[src/rtl/tcr_defs.svh]
// Purpose: constants for the trace capture and range trigger block
// Assumes: included once per compile unit
// Notes: none
`ifndef TCR_DEFS_SVH
`define TCR_DEFS_SVH
`define TCR_INVALID_RD 16'hffff
`define TCR_FLAG_A 0
`define TCR_FLAG_B 1
`define TCR_FLAG_C 2
`define TCR_FLAGS_RST 3'h0
`define TCR_ADDR_RST 16'h0000
`endif

[src/rtl/tcr_pkg.sv]
// Purpose: types for the trace capture and range trigger block
// Assumes: nothing
// Notes: none
package tcr_pkg;
    typedef enum logic [3:0] {A_ONLY, A_OR_B, A_THEN_B, EV_B, A_THEN_EV_B,
        A_AND_B, A_AND_NOT_B, INSIDE, OUTSIDE} tcr_trig_type;
    typedef enum logic [1:0] {CAP_NORMAL, CAP_LOOP, CAP_DETAIL, CAP_PROFILE} tcr_cap_type;
    typedef enum logic [1:0] {CYC_PROG, CYC_FREE, CYC_DATA} tcr_cyc_type;
    typedef enum logic [1:0] {COF_SRC, COF_DST, COF_VEC} tcr_cof_kind_type;
    typedef struct packed {
        tcr_trig_type trigger_mode_field;
        tcr_cap_type cap;
        logic begin_trg;
        logic tag_trigger_select;
        logic dir_compare_enable_a;
        logic dir_a;
        logic dir_compare_enable_b;
        logic dir_b;
        logic [15:0] cmp_a;
        logic [15:0] cmp_b;
    } tcr_cfg_type;
    typedef struct packed {
        logic valid;
        logic rw;
        logic word;
        tcr_cyc_type cyc;
        logic [15:0] addr;
        logic [15:0] data;
    } tcr_bus_type;
    typedef struct packed {
        logic valid;
        tcr_cof_kind_type kind;
        logic swi_or_debug_vec;
        logic [15:0] addr;
    } tcr_cof_type;
endpackage : tcr_pkg

[src/rtl/tcr_trace.sv]
// Purpose: trace capture, range triggers and trace buffer readout
// Assumes: all inputs from logic on ref_clk_i
// Notes: detail bus cycles arrive at most every other clock
`timescale 1ns/10ps
`include "tcr_defs.svh"
module tcr_trace #(
    parameter int DEPTH = 64,
    parameter int DW = 16,
    parameter int AW = $clog2(DEPTH)
) (
    // clock and reset
    input wire logic ref_clk_i,
    input wire logic rst_n_i,
    // control
    input tcr_pkg::tcr_cfg_type cfg_i,
    input wire logic enable_i,
    input wire logic arm_set_i,
    // observed processor activity
    input tcr_pkg::tcr_bus_type bus_i,
    input tcr_pkg::tcr_cof_type cof_i,
    input wire logic exec_i,
    input wire logic [15:0] exec_addr_i,
    // trace window read
    input wire logic rd_i,
    output logic [DW-1:0] rd_data_o,
    output logic rd_valid_o,
    // status
    output logic armed_o,
    output logic [2:0] match_status_reg_o,
    output logic [AW:0] valid_word_count_o,
    output logic trig_o,
    output logic [15:0] comp_c_o,
    output logic c_break_en_o
);
    localparam logic [AW:0] FULL = (AW+1)'(DEPTH);

    logic [DW-1:0] mem [DEPTH];
    logic [AW-1:0] wr_ptr;
    logic [AW-1:0] rd_ptr;
    logic triggered;
    logic a_seen;
    logic c_valid;
    logic pend_v;
    logic [DW-1:0] pend_d;
    logic [15:0] last_exec;

    function automatic logic [15:0] gran(input logic [15:0] a, input logic w);
        return w ? {a[15:1], 1'b0} : a;
    endfunction

    logic detail, loop1, profile, event_only, begin_eff, tag_a, tag_b, live;
    logic a_stb, b_stb, dok_a, dok_b, eq_a, eq_b, dm, lo, hi;
    logic [15:0] a_adr, b_adr, a_ref, b_ref;
    logic set_a, set_b, trig;
    logic cof_ok, c_hit, det_stb, wr_go, wr_en;
    logic [DW-1:0] wr_data;
    logic arm_go;

    always_comb begin
        detail = cfg_i.cap == tcr_pkg::CAP_DETAIL;
        loop1 = cfg_i.cap == tcr_pkg::CAP_LOOP;
        profile = cfg_i.cap == tcr_pkg::CAP_PROFILE;
        live = armed_o && enable_i && !profile;
        // detail mode demotes event-only modes to plain ones
        event_only = !detail && (cfg_i.trigger_mode_field == tcr_pkg::EV_B ||
            cfg_i.trigger_mode_field == tcr_pkg::A_THEN_EV_B);
        begin_eff = cfg_i.begin_trg || event_only;
        tag_a = cfg_i.tag_trigger_select && !(cfg_i.trigger_mode_field == tcr_pkg::EV_B && !detail);
        tag_b = cfg_i.tag_trigger_select && !event_only;
        // direction only qualifies forced compares
        dok_a = tag_a || !cfg_i.dir_compare_enable_a || bus_i.rw == cfg_i.dir_a;
        dok_b = tag_b || !cfg_i.dir_compare_enable_b || bus_i.rw == cfg_i.dir_b;
        a_stb = tag_a ? exec_i : bus_i.valid && dok_a;
        b_stb = tag_b ? exec_i : bus_i.valid && dok_b;
        // tagged: word granularity; forced: bus address aligned only on word accesses
        a_adr = tag_a ? gran(exec_addr_i, 1'b1) : gran(bus_i.addr, bus_i.word);
        b_adr = tag_b ? gran(exec_addr_i, 1'b1) : gran(bus_i.addr, bus_i.word);
        a_ref = tag_a ? gran(cfg_i.cmp_a, 1'b1) : cfg_i.cmp_a;
        b_ref = tag_b ? gran(cfg_i.cmp_b, 1'b1) : cfg_i.cmp_b;
        eq_a = a_stb && a_adr == a_ref;
        eq_b = b_stb && b_adr == b_ref;
        dm = bus_i.valid && dok_a && bus_i.data == cfg_i.cmp_b;
        lo = a_stb && a_adr >= a_ref;
        hi = a_stb && a_adr <= b_ref;
        set_a = 1'b0;
        set_b = 1'b0;
        trig = 1'b0;
        case (cfg_i.trigger_mode_field)
            tcr_pkg::A_ONLY: begin
                set_a = eq_a;
                trig = eq_a;
            end
            tcr_pkg::A_OR_B: begin
                set_a = eq_a;
                set_b = eq_b;
                trig = eq_a || eq_b;
            end
            tcr_pkg::EV_B: begin
                set_b = eq_b;
                trig = eq_b;
            end
            tcr_pkg::A_THEN_B, tcr_pkg::A_THEN_EV_B: begin
                set_a = eq_a;
                set_b = a_seen && eq_b;
                trig = a_seen && eq_b;
            end
            tcr_pkg::A_AND_B, tcr_pkg::A_AND_NOT_B: begin
                if (cfg_i.tag_trigger_select) begin
                    set_a = eq_a;
                    trig = eq_a;
                end else begin
                    set_a = eq_a && (dm == (cfg_i.trigger_mode_field == tcr_pkg::A_AND_B));
                    set_b = set_a;
                    trig = set_a;
                end
            end
            tcr_pkg::INSIDE: begin
                set_a = lo && hi;
                set_b = lo && hi;
                trig = lo && hi;
            end
            tcr_pkg::OUTSIDE: begin
                set_a = a_stb && !lo;
                set_b = a_stb && !hi;
                trig = a_stb && !(lo && hi);
            end
            default: begin
                trig = 1'b0;
            end
        endcase
        set_a = set_a && live;
        set_b = set_b && live;
        trig = trig && live;
        c_hit = loop1 && c_valid && cof_i.kind == tcr_pkg::COF_SRC && cof_i.addr == comp_c_o;
        cof_ok = cof_i.valid && !(cof_i.kind == tcr_pkg::COF_VEC && cof_i.swi_or_debug_vec) && !c_hit;
        det_stb = bus_i.valid && bus_i.cyc == tcr_pkg::CYC_DATA;
        // begin: from trigger on; end: up to but not the trigger
        wr_go = live && (begin_eff ? (triggered || trig) : !trig);
        if (event_only) begin
            wr_en = live && trig;
        end else if (detail) begin
            wr_en = pend_v || (wr_go && det_stb);
        end else begin
            wr_en = wr_go && cof_ok;
        end
        if (pend_v) begin
            wr_data = pend_d;
        end else if (event_only) begin
            wr_data = bus_i.data;
        end else if (detail) begin
            wr_data = bus_i.addr;
        end else begin
            wr_data = cof_i.addr;
        end
        arm_go = arm_set_i && enable_i && !profile;
    end

    // capture-active control
    always_ff @(posedge ref_clk_i) begin
        if (!rst_n_i) begin
            armed_o <= 1'b0;
        end else if (!enable_i || profile) begin
            armed_o <= 1'b0;
        end else if (arm_go) begin
            armed_o <= 1'b1;
        end else if (trig && !begin_eff) begin
            armed_o <= 1'b0;
        end else if (begin_eff && wr_en && valid_word_count_o == FULL - 1'b1) begin
            armed_o <= 1'b0;
        end
    end

    // trigger sequence state
    always_ff @(posedge ref_clk_i) begin
        if (!rst_n_i || arm_go) begin
            triggered <= 1'b0;
            a_seen <= 1'b0;
            trig_o <= 1'b0;
        end else begin
            triggered <= triggered || trig;
            a_seen <= a_seen || set_a;
            trig_o <= trig;
        end
    end

    // match flags, set wins over the arm clear
    always_ff @(posedge ref_clk_i) begin
        if (!rst_n_i) begin
            match_status_reg_o <= `TCR_FLAGS_RST;
        end else begin
            match_status_reg_o[`TCR_FLAG_A] <= set_a || (match_status_reg_o[`TCR_FLAG_A] && !arm_go);
            match_status_reg_o[`TCR_FLAG_B] <= set_b || (match_status_reg_o[`TCR_FLAG_B] && !arm_go);
            match_status_reg_o[`TCR_FLAG_C] <= (live && c_hit && cof_i.valid) ||
                (match_status_reg_o[`TCR_FLAG_C] && !arm_go);
        end
    end

    // comparator c in loop mode
    always_ff @(posedge ref_clk_i) begin
        if (!rst_n_i) begin
            comp_c_o <= `TCR_ADDR_RST;
            c_valid <= 1'b0;
            c_break_en_o <= 1'b0;
        end else begin
            c_break_en_o <= enable_i && !loop1 && !profile;
            if (arm_go && loop1) begin
                comp_c_o <= `TCR_ADDR_RST;
                c_valid <= 1'b0;
            end else if (loop1 && wr_en) begin
                comp_c_o <= wr_data;
                c_valid <= 1'b1;
            end
        end
    end

    // detail data follows its address
    always_ff @(posedge ref_clk_i) begin
        if (!rst_n_i) begin
            pend_v <= 1'b0;
            pend_d <= '0;
        end else begin
            pend_v <= detail && !pend_v && wr_go && det_stb;
            pend_d <= bus_i.data;
        end
    end

    // circular buffer write side
    always_ff @(posedge ref_clk_i) begin
        if (!rst_n_i || arm_go) begin
            wr_ptr <= '0;
            valid_word_count_o <= '0;
        end else if (wr_en) begin
            mem[wr_ptr] <= wr_data;
            wr_ptr <= wr_ptr + 1'b1;
            if (valid_word_count_o != FULL) begin
                valid_word_count_o <= valid_word_count_o + 1'b1;
            end
        end
    end

    // read pointer follows the oldest entry
    always_ff @(posedge ref_clk_i) begin
        if (!rst_n_i || arm_go) begin
            rd_ptr <= '0;
        end else if (wr_en && valid_word_count_o == FULL) begin
            rd_ptr <= wr_ptr + 1'b1;
        end else if (rd_i && enable_i && !armed_o && !profile) begin
            rd_ptr <= rd_ptr + 1'b1;
        end
    end

    // trace window
    always_ff @(posedge ref_clk_i) begin
        if (!rst_n_i) begin
            rd_data_o <= `TCR_INVALID_RD;
            rd_valid_o <= 1'b0;
            last_exec <= `TCR_ADDR_RST;
        end else begin
            if (exec_i) begin
                last_exec <= exec_addr_i;
            end
            rd_valid_o <= rd_i && enable_i && (profile || !armed_o);
            if (rd_i && profile) begin
                rd_data_o <= last_exec;
            end else if (rd_i && enable_i && !armed_o) begin
                rd_data_o <= mem[rd_ptr];
            end else if (rd_i) begin
                rd_data_o <= `TCR_INVALID_RD;
            end
        end
    end
endmodule // tcr_trace
[config.mk]
export PLATFORM = sky130hd
export DESIGN_NAME = tcr_trace
export DESIGN_NICKNAME = d
export VERILOG_FILES = /design/src/rtl/tcr_pkg.sv /design/src/rtl/tcr_trace.sv
export VERILOG_INCLUDE_DIRS = /design/src /design/src/rtl
export SDC_FILE = /design/constraint.sdc
export NUM_CORES = 1
export LEC_CHECK = 0
export BUFFER_PORTS_ARGS = -buffer_cell sky130_fd_sc_hd__buf_2
export CAP_MARGIN = 20
export CORE_ASPECT_RATIO = 0.6
export CORE_UTILIZATION = 25
export CTS_CLUSTER_DIAMETER = 80
export DETAILED_ROUTE_END_ITERATION = 10
export GPL_ROUTABILITY_DRIVEN = 1
export PLACE_DENSITY = 0.43
export SLEW_MARGIN = 10
export SYNTH_ARGS = -nofsm -noshare
export SYNTH_HDL_FRONTEND = slang
export SYNTH_SLANG_ARGS = --single-unit
[constraint.sdc]
create_clock -name ref_clk_i -period 5.9 [get_ports ref_clk_i]
set_clock_uncertainty 0.15 [all_clocks]
set_input_delay 0.295 -clock ref_clk_i [delete_from_list [all_inputs] [get_ports ref_clk_i]]
set_output_delay 0.295 -clock ref_clk_i [all_outputs]
set_load 0.1 [all_outputs]
# Word level (Yosys, flattened, before mapping)
# Memory sizes are Yosys's and may differ from the RTL's. A register that Yosys moved wholly into a read port is not among the register bits.
# Cells that the tools add are included.
# word_totals
wordCells,180
reg_bits,94
memories,1
ram_bits,1024
inputBits,123
output_inout_bits,46
# classes
n_bitwise,1
mux,31
order_cmp,2
eq_ne,23
reduce_logical,103
addsub,3
# memory_table
name,depth,width,rd,rd_clocked_by_memory_dff,wr,line,text
mem,64,16,1,1,1,tcr_trace.sv:37,logic [DW-1:0] mem [DEPTH];
# op_table
operator,count
16-bit two-way mux,8
16-bit == test,4
1-bit logical AND,56
6-bit two-way mux,4
1-bit zero test,19
"4-bit by 3-bit == test with 1-bit output, second input constant",4
16-bit >= comparator,1
16-bit less-or-equal comparator,1
1-bit logical OR,16
1-bit two-way mux,16
"6-bit by 1-bit adder with 6-bit output, second input constant",2
2-bit OR reduction,5
"2-bit == test, second input constant",4
"4-bit by 2-bit == test with 1-bit output, second input constant",2
"7-bit by 1-bit adder with 7-bit output, second input constant",1
"7-bit by 6-bit == test with 1-bit output, second input constant",1
"7-bit == test, second input constant",1
"7-bit inequality test, second input constant",1
1-bit one-hot mux with 7 select lines,1
3-bit nonzero test,2
1-bit one-hot mux with 5 select lines,1
"4-bit by 1-bit == test with 1-bit output, second input constant",1
"4-bit == test, second input constant",1
4-bit zero test,1
other kinds (8),10

# Longest topological paths before layout
# logic_depth
depth_word,27
depth_mapped,21
depth_no_buf,16

# Worst setup path after synthesis
# No wires, ideal clock.
# synth_timing
path_kind,in2reg
startpoint,in cfg_i[42] (netlist name)
endpoint,mem mem[38][0] (enable)
t_arrival_ns,5.120
setup_time_ns,0.388
n_path_buf,4
required_ns,5.362
path_stages,19
path_slack_ns,0.242
path_cell_list,buf_2 nand3b_4 o31ai_1 clkbuf_1 buf_1 nand2_1 ha_1 nand2b_1 a2111oi_0 nor3_1 a211o_1 nor3b_1 a21oi_1 a31oi_1 a311o_1 a22oi_2 or4b_1 buf_4 nor2_1
# synth_via
elab_chain_cells,24
elab_cells_between_ends,63
cone_classes,order compare: 2; eq/ne: 11; mux: 14; reduce/logical: 36
# synth_rtl
item,line,text
"start, declared",tcr_trace.sv:15,"input tcr_pkg::tcr_cfg_type cfg_i,"
branches (longest 20 deep; another with 16-bit less-or-equal comparator),n/a,
1-bit two-way mux (*),tcr_trace.sv:139,if (event_only) begin
1-bit two-way mux (*),tcr_trace.sv:232,end else if (wr_en) begin
1-bit two-way mux (*),tcr_trace.sv:229,if (!rst_n_i || arm_go) begin
1-bit two-way mux (implied by the code) (*),tcr_trace.sv:233,mem[wr_ptr] <= wr_data;
"end, declared",tcr_trace.sv:37,
# Every way passes the cells marked *.

# Worst setup path in the final report
# layout_timing
startpoint,in cfg_i[38] (netlist name)
endpoint,mem mem[18][13] (enable)
# layout_via
elab_chain_cells,25
elab_cells_between_ends,64
cone_classes,order compare: 2; eq/ne: 6; mux: 14; reduce/logical: 42
# layout_rtl
item,line
branches (longest 23 deep; another with 16-bit >= comparator),n/a
1-bit two-way mux (*),tcr_trace.sv:229
1-bit two-way mux (implied by the code) (*),tcr_trace.sv:233
# Marks and branches as above.

==> out/metrics.yaml <==
detailed_routing:
  vias_per_cell: 4.831
  drt-total-wl_um: 144900
  wl_met1_um: 72660
  top_layer_used: "met4"
  drc: 0
  drtPass1Iterations: 5
  wire_per_inst_um: 27.87
  met3_length_um: 13500
  drt_iter0_drc: 2826
  postRouteAntennaNets: 0
  met2_length_um: 56230
  num_vias: 25109
floorplan:
  row_count: 121
  die-height_um: 333.0
  dieArea_um2: 184400
  die_x_um: 553.7
  initial_core_util: 0.2517
  core_um2: 181400
  ios: 169
synth:
  netlist_instances: 2393
  ys_ff_latch: 1124
  synth.distinct_cells: 74
  ys_seq_area_frac: 0.7174
  synthArstFlopShare: 0
  yosys_warnings: 0
  synth_nets: 2552
  syn_area_um2: 45650
  synthFlopType: "edfxtp_1"
  synth_edf_count: 1024
  synth.avg_cell_area_um2: 19.08
clock_network:
  cts_tree: "yes"
  htreeDepth: 3
  post-cts-setup-buffers: 0
  root_buffer: "clkbuf_16"
  clkLatencyLatePin_ns: 0.72
  cts_buffers: 101
  cts.sinks: 1124
  ctsLongestPathBuffers: 3
  path_clk_slew_ns: 0.07
setup_path:
  r2r_slack_ns: 1.26
  worstSetupPathType: "input pin to register"
  cp.required_ns: 6.17
  path_max_fanout: 20
  cp-end-kind: "register"
  cp_data_arrival_time_ns: 5.81
  start_kind: "input pin"
timing:
  setup_tns_ns: 0
  hold_viol_final: 0
  max_freq_mhz: 180.5
  setup_violations: 0
  slew_viol_final: 0
  period_minus_slack_ns: 5.542
  slew_headroom: 0.2181
  period_share: 0.9393
  tightest_slew_ns: 1.168
  rsz0062_at_grt: "false"
layout:
  layout_common_cells: "1024 x edfxtp_1, 336 x mux4_2, 168 x buf_2, 158 x nand2_1, 101 x clkbuf_16"
  postLayoutCoreUtil: 0.3033
  drive_gt1_frac: 0.3202
  nFillCells: 17636
  nets: 2869
  stdcell_area_um2: 55010
  final_common_cell: "edfxtp_1"
  syn_to_final_growth_pct: 20.49
grt:
  gr-total-overflow: 0
  antenna_found_initial: 26
  grt_usage: 0.1555
  grt_pass1_vias: 25006
  grt_first_pass_wirelength_um: 201900
  grt_start_max_net_pins: 79
place:
  place_hpwl_um: 97060
  finalWeightedCongestion: 0.9608
  portBuffers: 168
  dpl_cell_area_um2: 51000
power:
  p_leak_uw: 0.01690
  power_density_nw_per_um2: 311.2
  ir_drop_mv: 0.2273
min_path:
  hp-class: "input pin to register"
job:
  drv_cap: 0
status:
  status: "finished clean"
## cell type report
type | instances | area (µm²) | area share
Clock inverter | 69 | 909.6 | 0.01654
Tap cell | 2398 | 3000 | 0.05454
Multi-Input combinational cell | 1096 | 12550 | 0.2281
Timing Repair Buffer | 346 | 3025 | 0.05500
Antenna cell | 8 | 20.02 | 0.0003639
Clock buffer | 116 | 2584 | 0.04697
Inverter | 41 | 153.9 | 0.002798
Sequential cell | 1124 | 32770 | 0.5957
## routing by layer
layer  up-vias  GRT usage
li1      10383          -
met1     13670     0.2512
met2       904     0.2002
met3       152    0.04557
met4         0    0.02874
met5         -          0
## logic make-up after synthesis
family	after synthesis	synth area share
AO/OA/AOI/OAI	196	0.02823
XOR/XNOR	54	0.01036
multiplexers	375	0.1744
AND/OR/NAND/NOR	434	0.04467
flip-flops	1124	0.7174
adder cells (fa/ha/maj)	37	0.01009
buffers and inverters	173	0.01488
## power by group
part           total [µW]  internal (µW)  leakage [µW]  switching (µW)
clock network        7070           3970       0.00169            3100
logic                1200            367       0.00534             831
registers            8850           8820       0.00986            29.2
## cells in the mapped netlist, drive strengths merged, types with 5 or more instances
master,number,share of area
and3,10,0.0014
nand3,26,0.0029
ha,36,0.0099
nand2b,12,0.0016
edfxtp,1024,0.67
nor2,129,0.011
nor4,9,0.0012
o22ai,21,0.0029
buf,49,0.0047
a311oi,11,0.0021
nand4b,5,0.00096
nor2b,10,0.0016
nor3,13,0.0014
mux2i,36,0.0079
o21ai,44,0.0049
nand4,21,0.0029
a21oi,62,0.0070
xnor2,24,0.0046
o2111ai,8,0.0017
dfxtp,100,0.044
xor2,30,0.0058
a31oi,5,0.00082
nand2,159,0.013
and2,22,0.0030
mux4,336,0.17
inv,40,0.0033
clkbuf,83,0.0068
a211oi,7,0.0015
## through the flow
stage               cells  hold slack [ns]  total power, µW  worst slack, ns
finish               5198          0.03428            17120           0.3583
global route         5193          0.02479            17650           0.1310
CTS                  5189         0.001739            17290           0.4484
detailed placement   4958           0.2797            10200           0.1624
global placement     4957           0.2901            10180          0.06738
floorplan            2393           0.2166             9667           0.2420
## repair_timing
item / 4_1_cts / 5_1_grt
resized for setup: 0 / 0
hold buffers: 46 / 0
endpoints found under the hold margin: 53 / 0
## worst max-delay path, stage by stage
cell	delay [ns]
dlygate4sd3_1	0.53
buf_2	0.16
nor2b_4	0.21
o31a_1	0.22
buf_12	0.18
nand2_1	0.09
nand2_1	0.10
ha_1	0.26
a21oi_1	0.17
o21ai_0	0.30
a221o_1	0.46
a211o_1	0.33
nor3b_1	0.19
a21oi_1	0.33
a31oi_1	0.14
a311o_1	0.38
a22oi_2	0.23
buf_4	0.29
nand4b_1	0.12
buf_4	0.25
nor2_1	0.31
buf_12	0.22
## flip-flops by register name, summed over array words and instances (netlist names), named ones only
signal and flops:
match_status_reg_o 3, rd_ptr 6, rd_data_o 16, last_exec 16, armed_o 1, comp_c_o 16, pend_v 1, rd_valid_o 1
valid_word_count_o 7, c_valid 1, mem 1024, trig_o 1, triggered 1, pend_d 16, c_break_en_o 1, wr_ptr 6
a_seen 1
## path summary, 6_finish.rpt
check                              startpoint                          endpoint  depth (start not counted)
max                                 cfg_i[38]             mem[18][13]$_DFFE_PP_                         22
min                                    exec_i        last_exec[13]$_SDFFE_PN0P_                          3
max reg2reg                 a_seen$_SDFF_PP0_             mem[18][13]$_DFFE_PP_                         14
min reg2reg  match_status_reg_o[1]$_SDFF_PN0_  match_status_reg_o[1]$_SDFF_PN0_                          2
No activity file was read; power rests on OpenSTA's default activity.
